===== src/inc/uart_ctrl_pkg.sv =====
// Shared constants, register map and carriers for the serial port control block
package uart_ctrl_pkg;
   // Register word offsets (byte addresses on the bus)
   localparam logic [7:0] OFS_INT_ENABLE = 8'h00;
   localparam logic [7:0] OFS_DIV_LOW = 8'h04;
   localparam logic [7:0] OFS_DIV_HIGH = 8'h08;
   localparam logic [7:0] OFS_SCRATCH = 8'h0C;
   localparam logic [7:0] OFS_PORT_OPTION = 8'h10;
   localparam logic [7:0] OFS_SPEED_SELECT = 8'h14;
   localparam logic [7:0] OFS_PREDIV_SELECT = 8'h18;
   localparam logic [7:0] OFS_STATUS = 8'h1C;
   localparam int ADDR_LSB = 2;

   // Interrupt enable fields
   localparam int IE_RX_READY = 0;
   localparam int IE_TX_EMPTY = 1;
   localparam int IE_LINE_STATUS = 2;
   localparam int IE_MODEM_STATUS = 3;
   localparam int IE_RX_ADDR = 6;
   localparam int IE_TX_ADDR = 7;
   localparam logic [7:0] IE_WRITE_MASK = 8'hCF;

   // Port option fields
   localparam int OPT_NINE_BIT = 0;
   localparam int OPT_DIR_POLARITY = 6;
   localparam int OPT_DIR_EN = 7;
   // Speed select: high-speed when bits 7:6 are both set
   localparam int SPD_HI = 7;
   localparam int SPD_LO = 6;
   // Pre-divider select codes in bits 1:0
   localparam logic [1:0] PDIV_13 = 2'h0;
   localparam logic [1:0] PDIV_1625 = 2'h1;
   localparam logic [1:0] PDIV_1 = 2'h2;

   localparam logic [7:0] RESET_BYTE = 8'h00;

   // 24 MHz reference synthesised from the 50 MHz system clock
   localparam longint SYS_CLK_HZ = 50_000_000;
   localparam longint REF_CLK_HZ = 24_000_000;
   localparam longint RATE_GCD = 2_000_000;
   localparam logic [7:0] REF_NUM = 8'(REF_CLK_HZ / RATE_GCD);
   localparam logic [7:0] REF_DEN = 8'(SYS_CLK_HZ / RATE_GCD);
   // Pre-divider ratios as num/den of reference ticks
   localparam logic [7:0] PD13_NUM = 8'h01;
   localparam logic [7:0] PD13_DEN = 8'h0D;
   localparam logic [7:0] PD1625_NUM = 8'h08;
   localparam logic [7:0] PD1625_DEN = 8'h0D;
   localparam logic [7:0] PD1_NUM = 8'h01;
   localparam logic [7:0] PD1_DEN = 8'h01;

   // Direction hold after the last stop bit, in 16x ticks (1.5 bit-times)
   localparam int OVERSAMPLE = 16;
   localparam logic [5:0] DIR_HOLD_TICKS = 6'(OVERSAMPLE + OVERSAMPLE / 2);

   // Interrupt identification codes
   localparam logic [3:0] IID_NONE = 4'h1;
   localparam logic [3:0] IID_LINE = 4'h6;
   localparam logic [3:0] IID_RX_READY = 4'h4;
   localparam logic [3:0] IID_RX_TIMEOUT = 4'hC;
   localparam logic [3:0] IID_TX_EMPTY = 4'h2;
   localparam logic [3:0] IID_MODEM = 4'h0;

   typedef struct packed {
      logic line_status;
      logic rx_ready;
      logic rx_timeout;
      logic tx_empty;
      logic modem_status;
   } irq_src_s;

   typedef struct packed {
      logic busy;
      logic bit0_start;
   } tx_state_s;

   typedef struct packed {
      logic nine_bit_en;
      logic tx_addr_byte;
      logic rx_accept_addr;
   } nine_bit_s;
endpackage : uart_ctrl_pkg


===== src/core/uart_irq_baud_rs485_ctrl.sv =====
// Interrupt enables, baud generator, scratch and automatic RS485 direction control
//
// Functional notes
// RULE1 - Enable bit 0 gates data-ready interrupt
// RULE2 - Enable bit 1 gates transmit-empty interrupt
// RULE3 - Enable bit 2 gates line-status interrupt
// RULE4 - Enable bit 3 gates modem-status interrupt
// RULE5 - All four cleared means no interrupt
// RULE6 - Bit 7 marks transmitted byte as address
// RULE7 - Bit 6 selects receiver accepting address bytes
// RULE8 - Bits 7,6 act only in 9-bit mode
// RULE9 - Normal speed: 1.8461 MHz base over divisor
// RULE10 - Generator output is sixteen times bit rate
// RULE11 - High speed divides 24 MHz directly
// RULE12 - Pre-divider choice: 13, 1.625 or 1.0
// RULE13 - Scratch register is read/write, no effect
// RULE14 - Auto direction drives request-to-send on transmit
// RULE15 - Asserts at start-bit to bit-0 boundary
// RULE16 - Releases one to two bit-times after stop
// RULE17 - Polarity bit inverts automatic levels
// RULE18 - Enable bit 7, polarity bit 6 of options
// RULE19 - Priority: line, data/timeout, tx empty, modem
// RULE20 - Low and high bytes form 16-bit divisor
//
// Register access over Wishbone and the register addresses were decided locally.
`timescale 1ns/10ps
`default_nettype none
module uart_irq_baud_rs485_ctrl (
   input wire logic sys_clk,
   input wire logic rst_n,
   // Wishbone classic slave
   input wire logic wb_cyc_i,
   input wire logic wb_stb_i,
   input wire logic wb_we_i,
   input wire logic [7:0] wb_adr_i,
   input wire logic [3:0] wb_sel_i,
   input wire logic [31:0] wb_dat_i,
   output logic [31:0] wb_dat_o,
   output logic wb_ack_o,
   // Interrupt sources and result
   input wire uart_ctrl_pkg::irq_src_s irq_src,
   output logic port_irq,
   output logic [3:0] irq_id,
   // Baud timing
   output logic baud16_tick,
   // 9-bit controls
   output uart_ctrl_pkg::nine_bit_s nine_bit,
   // Transmitter activity and direction pin
   input wire uart_ctrl_pkg::tx_state_s tx_state,
   input wire logic rts_manual,
   output logic rts_pin
);
   import uart_ctrl_pkg::*;

   function automatic logic [8:0] frac_step(input logic [7:0] acc, input logic [7:0] num,
                                            input logic [7:0] den);
      logic [8:0] sum;
      sum = {1'b0, acc} + {1'b0, num};
      if (sum >= {1'b0, den}) begin
         frac_step = {1'b1, 8'(sum - {1'b0, den})};
      end else begin
         frac_step = {1'b0, sum[7:0]};
      end
   endfunction : frac_step

   // Registers
   logic [7:0] int_enable_q;
   logic [7:0] div_low_q;
   logic [7:0] div_high_q;
   logic [7:0] scratch_q;
   logic [7:0] port_option_q;
   logic [7:0] speed_select_q;
   logic [7:0] prediv_select_q;
   logic ack_q;
   logic [31:0] rdata_q;

   // Bus decode
   wire logic req = wb_cyc_i & wb_stb_i;
   wire logic wr_commit = req & wb_we_i & ack_q & wb_sel_i[0];
   wire logic [7:0] wr_byte = wb_dat_i[7:0];
   wire logic hit_ie = (wb_adr_i == OFS_INT_ENABLE);
   wire logic hit_dl = (wb_adr_i == OFS_DIV_LOW);
   wire logic hit_dh = (wb_adr_i == OFS_DIV_HIGH);
   wire logic hit_sc = (wb_adr_i == OFS_SCRATCH);
   wire logic hit_po = (wb_adr_i == OFS_PORT_OPTION);
   wire logic hit_ss = (wb_adr_i == OFS_SPEED_SELECT);
   wire logic hit_ps = (wb_adr_i == OFS_PREDIV_SELECT);
   wire logic hit_st = (wb_adr_i == OFS_STATUS);

   // Interrupt gating and priority
   wire logic en_rx = int_enable_q[IE_RX_READY]; // RULE1
   wire logic en_tx = int_enable_q[IE_TX_EMPTY]; // RULE2
   wire logic en_ls = int_enable_q[IE_LINE_STATUS]; // RULE3
   wire logic en_ms = int_enable_q[IE_MODEM_STATUS]; // RULE4
   wire logic act_ls = irq_src.line_status & en_ls; // RULE3
   wire logic act_rx = irq_src.rx_ready & en_rx; // RULE1
   wire logic act_to = irq_src.rx_timeout & en_rx; // RULE1
   wire logic act_tx = irq_src.tx_empty & en_tx; // RULE2
   wire logic act_ms = irq_src.modem_status & en_ms; // RULE4
   wire logic any_irq = act_ls | act_rx | act_to | act_tx | act_ms; // RULE5
   wire logic [3:0] irq_id_d = act_ls ? IID_LINE : // RULE19
                               act_rx ? IID_RX_READY :
                               act_to ? IID_RX_TIMEOUT :
                               act_tx ? IID_TX_EMPTY :
                               act_ms ? IID_MODEM : IID_NONE;

   // Baud generator
   logic [7:0] ref_acc_q;
   logic [7:0] pd_acc_q;
   logic [15:0] div_cnt_q;
   logic baud16_q;
   wire logic [15:0] divisor = {div_high_q, div_low_q}; // RULE20
   wire logic high_speed = speed_select_q[SPD_HI] & speed_select_q[SPD_LO]; // RULE11
   wire logic [1:0] pd_sel = prediv_select_q[1:0];
   wire logic [8:0] ref_next = frac_step(ref_acc_q, REF_NUM, REF_DEN);
   wire logic ref_tick = ref_next[8];
   wire logic [7:0] pd_num = high_speed ? PD1_NUM : // RULE11
                             (pd_sel == PDIV_1625) ? PD1625_NUM : // RULE12
                             (pd_sel == PDIV_1) ? PD1_NUM : PD13_NUM; // RULE9
   wire logic [7:0] pd_den = high_speed ? PD1_DEN :
                             (pd_sel == PDIV_1625) ? PD1625_DEN :
                             (pd_sel == PDIV_1) ? PD1_DEN : PD13_DEN;
   wire logic [8:0] pd_next = frac_step(pd_acc_q, pd_num, pd_den);
   wire logic base_tick = ref_tick & pd_next[8];
   wire logic div_wrap = base_tick & (div_cnt_q + 16'h0001 >= divisor);
   wire logic baud16_d = div_wrap & (divisor != 16'h0000); // RULE10

   // Automatic direction control
   typedef enum logic [1:0] {DIR_IDLE, DIR_SEND, DIR_HOLD} dir_state_e;
   dir_state_e dir_q;
   dir_state_e dir_d;
   logic [5:0] hold_q;
   logic [5:0] hold_d;
   wire logic dir_en = port_option_q[OPT_DIR_EN]; // RULE18
   wire logic dir_pol = port_option_q[OPT_DIR_POLARITY]; // RULE18
   wire logic dir_active = (dir_q != DIR_IDLE);
   logic rts_q;

   always_comb begin
      dir_d = dir_q;
      hold_d = hold_q;
      unique case (dir_q)
         DIR_IDLE: begin
            if (dir_en & tx_state.bit0_start) begin
               dir_d = DIR_SEND; // RULE15
            end
         end
         DIR_SEND: begin
            if (!tx_state.busy) begin
               dir_d = DIR_HOLD;
               hold_d = 6'h00;
            end
         end
         DIR_HOLD: begin
            if (tx_state.busy) begin
               dir_d = DIR_SEND;
            end else if (baud16_q) begin
               if (hold_q + 6'h01 >= DIR_HOLD_TICKS) begin
                  dir_d = DIR_IDLE; // RULE16
               end else begin
                  hold_d = hold_q + 6'h01;
               end
            end
         end
         default: begin
            dir_d = DIR_IDLE;
         end
      endcase
      if (!dir_en) begin
         dir_d = DIR_IDLE;
      end
   end

   wire logic rts_d = dir_en ? (dir_active ^ dir_pol) : rts_manual; // RULE14 RULE17

   // Read mux
   wire logic [7:0] status_byte = {3'h0, tx_state.busy, dir_active, any_irq, 2'h0};
   wire logic [7:0] rd_byte = hit_ie ? int_enable_q :
                              hit_dl ? div_low_q :
                              hit_dh ? div_high_q :
                              hit_sc ? scratch_q : // RULE13
                              hit_po ? port_option_q :
                              hit_ss ? speed_select_q :
                              hit_ps ? prediv_select_q :
                              hit_st ? status_byte : RESET_BYTE;

   always_ff @(posedge sys_clk) begin
      if (!rst_n) begin
         ack_q <= 1'b0;
         rdata_q <= 32'h0000_0000;
      end else begin
         ack_q <= req & ~ack_q;
         rdata_q <= {24'h00_0000, rd_byte};
      end
   end

   always_ff @(posedge sys_clk) begin
      if (!rst_n) begin
         int_enable_q <= RESET_BYTE;
         div_low_q <= RESET_BYTE;
         div_high_q <= RESET_BYTE;
         scratch_q <= RESET_BYTE;
         port_option_q <= RESET_BYTE;
         speed_select_q <= RESET_BYTE;
         prediv_select_q <= RESET_BYTE;
      end else if (wr_commit) begin
         if (hit_ie) int_enable_q <= wr_byte & IE_WRITE_MASK;
         if (hit_dl) div_low_q <= wr_byte; // RULE20
         if (hit_dh) div_high_q <= wr_byte; // RULE20
         if (hit_sc) scratch_q <= wr_byte; // RULE13
         if (hit_po) port_option_q <= wr_byte;
         if (hit_ss) speed_select_q <= wr_byte;
         if (hit_ps) prediv_select_q <= wr_byte;
      end
   end

   always_ff @(posedge sys_clk) begin
      if (!rst_n) begin
         ref_acc_q <= 8'h00;
         pd_acc_q <= 8'h00;
         div_cnt_q <= 16'h0000;
         baud16_q <= 1'b0;
      end else begin
         ref_acc_q <= ref_next[7:0];
         if (ref_tick) pd_acc_q <= pd_next[7:0]; // RULE12
         if (div_wrap) begin
            div_cnt_q <= 16'h0000; // RULE9
         end else if (base_tick) begin
            div_cnt_q <= div_cnt_q + 16'h0001;
         end
         baud16_q <= baud16_d; // RULE10
      end
   end

   always_ff @(posedge sys_clk) begin
      if (!rst_n) begin
         dir_q <= DIR_IDLE;
         hold_q <= 6'h00;
         rts_q <= 1'b0;
         port_irq <= 1'b0;
         irq_id <= IID_NONE;
         nine_bit <= '0;
      end else begin
         dir_q <= dir_d;
         hold_q <= hold_d;
         rts_q <= rts_d;
         port_irq <= any_irq; // RULE5
         irq_id <= irq_id_d; // RULE19
         nine_bit.nine_bit_en <= port_option_q[OPT_NINE_BIT];
         nine_bit.tx_addr_byte <= port_option_q[OPT_NINE_BIT] & int_enable_q[IE_TX_ADDR]; // RULE6 RULE8
         nine_bit.rx_accept_addr <= port_option_q[OPT_NINE_BIT] & int_enable_q[IE_RX_ADDR]; // RULE7 RULE8
      end
   end

   assign wb_ack_o = ack_q;
   assign wb_dat_o = rdata_q;
   assign baud16_tick = baud16_q;
   assign rts_pin = rts_q;
endmodule : uart_irq_baud_rs485_ctrl
`default_nettype wire


===== config.mk =====
export PLATFORM = sky130hd
export DESIGN_NAME = uart_irq_baud_rs485_ctrl
export DESIGN_NICKNAME = d
export VERILOG_FILES = /design/src/inc/uart_ctrl_pkg.sv /design/src/core/uart_irq_baud_rs485_ctrl.sv
export SDC_FILE = /design/constraint.sdc
export NUM_CORES = 1
export LEC_CHECK = 0
export BUFFER_PORTS_ARGS = -buffer_cell sky130_fd_sc_hd__buf_2
export CAP_MARGIN = 20
export CORE_MARGIN = 4
export CORE_UTILIZATION = 40
export CTS_CLUSTER_DIAMETER = 80
export DETAILED_ROUTE_END_ITERATION = 12
export RECOVER_POWER = 50
export SLEW_MARGIN = 20
export SYNTH_ARGS = -nofsm -noshare
export SYNTH_HDL_FRONTEND = slang
export SYNTH_SLANG_ARGS = --single-unit
export TNS_END_PERCENT = 20

===== constraint.sdc =====
create_clock -name sys_clk -period 8.15 [get_ports sys_clk]
set_input_delay 0.815 -clock sys_clk [delete_from_list [all_inputs] [get_ports sys_clk]]
set_output_delay 0.815 -clock sys_clk [all_outputs]
set_load 0.01 [all_outputs]

# Word level (Yosys, flattened, before mapping)
# Index checks and enable logic that the tools add are counted.
dict set report totals {
  reg_bits 137
  input_bits 57
  out_inout_bits 43
  wordCells 124
}
dict set report op_classes {
  add_sub_neg 6
  n_lt_le_gt_ge 4
  n_eq_ne 18
  mux 32
  bitwise 24
  n_reduce_logical 17
}
# operator n
set ops {}
lappend ops {{8-bit two-way mux} 7}
lappend ops {{8-bit by 5-bit == test with 1-bit output (second input constant)} 4}
lappend ops {{4-bit two-way mux} 6}
lappend ops {{6-bit two-way mux} 4}
lappend ops {{9-bit two-way mux} 2}
lappend ops {{1-bit AND} 17}
lappend ops {{16-bit by 1-bit adder with 16-bit output (second input constant)} 1}
lappend ops {{8-bit by 4-bit == test with 1-bit output (second input constant)} 2}
lappend ops {{16-bit >= comparator} 1}
lappend ops {{2-bit AND reduction} 8}
lappend ops {{16-bit nonzero test} 1}
lappend ops {{2-bit two-way mux} 6}
lappend ops {{6-bit one-hot mux with 2 select lines} 1}
lappend ops {{2-bit inequality test (second input constant)} 5}
lappend ops {{8-bit by 4-bit adder with 9-bit output} 1}
lappend ops {{8-bit by 4-bit adder with 9-bit output (second input constant)} 1}
lappend ops {{9-bit by 4-bit >= comparator with 1-bit output} 1}
lappend ops {{9-bit by 5-bit >= comparator with 1-bit output (second input constant)} 1}
lappend ops {{8-bit by 3-bit == test with 1-bit output (second input constant)} 1}
lappend ops {{8-bit zero test} 1}
lappend ops {{8-bit by 4-bit subtractor with 8-bit output} 1}
lappend ops {{8-bit by 5-bit subtractor with 8-bit output (second input constant)} 1}
lappend ops {{6-bit by 1-bit adder with 6-bit output (second input constant)} 1}
lappend ops {{6-bit by 5-bit >= comparator with 1-bit output (second input constant)} 1}
lappend ops {{other kinds (16)} 26}

# Logic depth before layout (Yosys ltp)
dict set report depth {
  word_depth 13
  depth_mapped 15
  mapped_depth_nobuf 14
}

# Worst setup path after synthesis
# Ideal clock, no wire load.
dict set report synth_path {
  path_type {register to register}
  start {register div_cnt_q[0]}
  end {register div_cnt_q[10]}
  setup_time_ps 75
  t_arrival_ps 3252
  required_time_ps 8075
  slack_ps 4823
  stages_incl_launch_ff 15
  n_path_buf 1
  period_less_slack_ps 3327
  cell_sequence {dfxtp_1 ha_1 and3_1 and3_1 nand3_1 or2_2 xnor2_1 ha_1 and3_1 a221oi_1 o21ai_0 a21oi_1 clkbuf_1 a21oi_1 o22ai_1}
}
dict set report synth_via {
  elab_chain_len 4
}
# item line_no
set synth_lines {}
lappend synth_lines {{start: declaration} uart_irq_baud_rs485_ctrl.sv:110} ;# logic [15:0] div_cnt_q;
lappend synth_lines {{start signal: assignment} uart_irq_baud_rs485_ctrl.sv:229} ;# div_cnt_q <= div_cnt_q + 16'h0001;
lappend synth_lines {{16-bit by 1-bit adder with 16-bit output *} {uart_irq_baud_rs485_ctrl.sv:125, uart_irq_baud_rs485_ctrl.sv:229}}
lappend synth_lines {{16-bit >= comparator} uart_irq_baud_rs485_ctrl.sv:125} ;# wire logic div_wrap = base_tick & (div_cnt_q + 16'h0001 >= divisor);
lappend synth_lines {{1-bit AND} uart_irq_baud_rs485_ctrl.sv:125}
lappend synth_lines {{2-bit OR reduction (no line)} --}
# Mark *: on every way between the ends. The rest lies on a longest branch, timed or not.
# A chain may end at the register's enable or synchronous reset.

# Final worst setup path
dict set report layout_path {
  start {input port rst_n}
  end {register rdata_q[5], in the netlist wb_dat_o[5]}
}
# item line_no
set layout_lines {}
lappend layout_lines {{start: declaration} uart_irq_baud_rs485_ctrl.sv:30} ;# input wire logic rst_n,
lappend layout_lines {{end signal: assignment} uart_irq_baud_rs485_ctrl.sv:193} ;# rdata_q <= {24'h00_0000, rd_byte};
lappend layout_lines {{end: declaration} uart_irq_baud_rs485_ctrl.sv:75} ;# logic [31:0] rdata_q;
# No word-level cell between the ends.

==> metrics.txt <==
count leader, synth=dfxtp_1; simple-gate area share of the yosys netlist=21.4%; vias in the first global route=5092; layout cells sized above 1=9.21%; yosys warns=0; Slew headroom=-118%; half-perimeter wire length after placement=11300 um; min-delay worst type=reg2reg; post-synthesis mux area share=8.51%; 1st-iter DRT viols=501; Gate Count Post-Synth=779; TNS Setup=0 ns; worst path required time=8.30 ns; unrepaired setup endpoints after global routing=no; setup violators final=0; largest net degree at the start of global routing=71; Routed Antenna Nets=0; Max Freq=207 MHz; global route overflow=0; GRT Total Usage=18.2%; Area Growth Syn to Fin=13.1%; Worst-Margin Slew=3.28 ns; DR WL/cell=15.7 um; Initial Util=41.5%; share of power burned in the clock network=39.6%; Async SR Flop Fraction=0%; level count of the clock H-tree=4; top_reg_cell synth=dfxtp_1; Multi-input gate area=0.00373 mm^2; IO Count=100; Syn Area/Cell=8.21 um^2; Worst setup EP type=flip-flop; Sw Pwr=620 uW; WL final=16300 um; #FFs+latches synth=113; Initial DRT Pass Iterations=5; Max FO, Critical Path=70; Adder-Cell Fraction of Synth Area=6.06%; crit path kind=in2reg; Flop pwr share=33.7%; DRC viols=0; Cells after DPL=1004; cts bufs inserted=17; filler cell count=1554; Synth area leader=dfxtp_1; Hold Path Depth=1; CP Launch Type=input port; Clk Latency, worst-skew pair=0.42 ns; maximum VDD drop=0.151 mV; Synth Area in Compound Gates=17.1%; Hold Vio Cnt, Final=0; Vias/cell=5.36; Site Rows=45; Synth Cell Area=0.00640 mm^2; Die Span Y=134 um; register area=0.00226 mm^2; via count=5551; TritonCTS clock tree=yes; P_leak=2.77 nW; crit path time final=4.83 ns; largest family of logic cells by synthesized area=simple AND/OR/NAND/NOR gates; worst slack at placement=4.29 ns; Area contributors post-synth=dfxtp_1 (35%), mux2i_1 (8.0%), ha_1 (6.1%), nor2_1 (4.8%), a21oi_1 (4.6%); CTS clk-pin slew, worst paths=0.06 ns; P per Cell Area=257 mW/mm^2; Post-synth EDFFs=0; Synth Area in XOR/XNOR=4.11%; register area share after synthesis=35.4%; crit path DAT=4.98 ns; non-filler cells, final=1036; outcome=complete, but fails checks; Comb power frac=26.8%; sw frac=33.4%; initial antenna violation count=0; core area=0.0154 mm^2; top post-synthesis cells by count=dfxtp_1 (113), nor2_1 (81), nand2_1 (78); Root Buffer=clkbuf_16; Synth cell types=73; routability cong.=0.848; Pins Over Slew Limit=102; first-pass GRT wire length=26500 um; worst r2r path cells=13; Layout Nets=900; max_cap viols=2; PostCTS Resize Cnt=0; # clock sinks=113; skew final=0.00881 ns; Synth top area share=35.4%; # Post-CTS Setup Buffers=0; Total Power=1.86 mW; Clock Path Buffers=2; final period utilization=59.3%; setup slack after layout=3.32 ns; Port-buffer cells=48; die width=134 um; cts hold-fix bufs=0; ant diodes=0; Power Internal=1.24 mW; failing checks=max-capacitance violations, max-slew violations; die area=0.0181 mm^2
[worst max-delay path, cell delays in order]
cell	delay, ns
clkbuf_1	0.59
inv_1	0.91
clkbuf_1	2.36
nor3_1	0.23
[state kept, by name, summed over array words and instances, names as in the netlist, 4 cells and up]
name             count
port_option_q        8
div_cnt_q           16
ref_acc_q            8
speed_select_q       8
pd_acc_q             8
prediv_select_q      8
wb_dat_o             8
scratch_q            8
div_high_q           8
irq_id               4
div_low_q            8
hold_q               6
int_enable_q         6
[layout make-up]
cell class	count	area share (%)
well taps	211	3.65
clock inverters	11	1.80
inverters	36	1.87
flip-flops and latches	113	31.3
repair buffers	53	3.41
clock buffers	21	6.37
multi-input cells	591	51.6
[per-layer routing]
layer	track usage, %	vias to the layer above	part of all wire [%]	wire length [um]
met2	27.2	178	43	7040
li1	-	2790	-	-
met1	26.1	2565	48	7800
met3	4.21	18	7.5	1230
met5	0	-	0	0
met4	5.77	0	1.4	224
[worst paths after layout]
| path | from | end | slack [ns] |
|---|---|---|---|
| worst max-delay path | rst_n | wb_dat_o[5] | 3.32 |
| worst min-delay path | wb_ack_o | wb_ack_o | 0.44 |
| worst max register to register | div_cnt_q[0] | div_cnt_q[12] | 4.30 |
| worst min register to register | wb_ack_o | wb_ack_o | 0.44 |
[power groups by stage]
stage	Clock [mW]	Combinational (mW)	Sequential [mW]
floorplan	0	0.420	0.618
global placement	0	0.492	0.636
detailed placement	0	0.494	0.635
CTS	0.747	0.496	0.624
global route	0.770	0.565	0.631
finish	0.734	0.497	0.625
[per-stage QoR]
step | hold slack [ns] | util [%] | instance area (um^2)
after global placement | 0.433 | 43.3 | 6690
after CTS | 0.445 | 47.2 | 7280
final | 0.440 | 46.9 | 7230
after floorplan | 0.436 | - | 6480
after detailed placement | 0.439 | 43.3 | 6690
after global routing | 0.470 | 46.9 | 7230
[placed cells by master (no fill, tap or decap), types with 6 or more instances in the layout]
| cell type | Yosys | final |
|---|---|---|
| dfxtp_1 | 113 | 113 |
| nor2_1 | 81 | 81 |
| nand2_1 | 78 | 78 |
| a21oi_1 | 59 | 59 |
| mux2i_1 | 51 | 51 |
| nand3_1 | 39 | 39 |
| inv_1 | 36 | 36 |
| ha_1 | 31 | 31 |
| o21ai_0 | 26 | 27 |
| buf_2 | 7 | 26 |
| clkbuf_1 | 29 | 25 |
| conb_1 | 1 | 24 |
| clkbuf_16 | 0 | 17 |
| xnor2_1 | 16 | 16 |
| or3_1 | 13 | 14 |
| xor2_1 | 14 | 14 |
| and3_1 | 13 | 13 |
| o22ai_1 | 12 | 12 |
| nor3_1 | 12 | 12 |
| a21o_1 | 9 | 9 |
| a211oi_1 | 7 | 7 |
| nand3b_1 | 6 | 6 |
[cells by family (layout without fill, tap and decap cells)]
family / Yosys count / in the layout
simple gates: 286 / 286
xor+xnor: 30 / 30
flops: 113 / 113
fa+ha+maj: 31 / 31
mux: 54 / 54
other cells: 1 / 24
compound gates: 166 / 166
buf+inv: 98 / 121
Note: power is estimated with default switching activity, not from simulation.
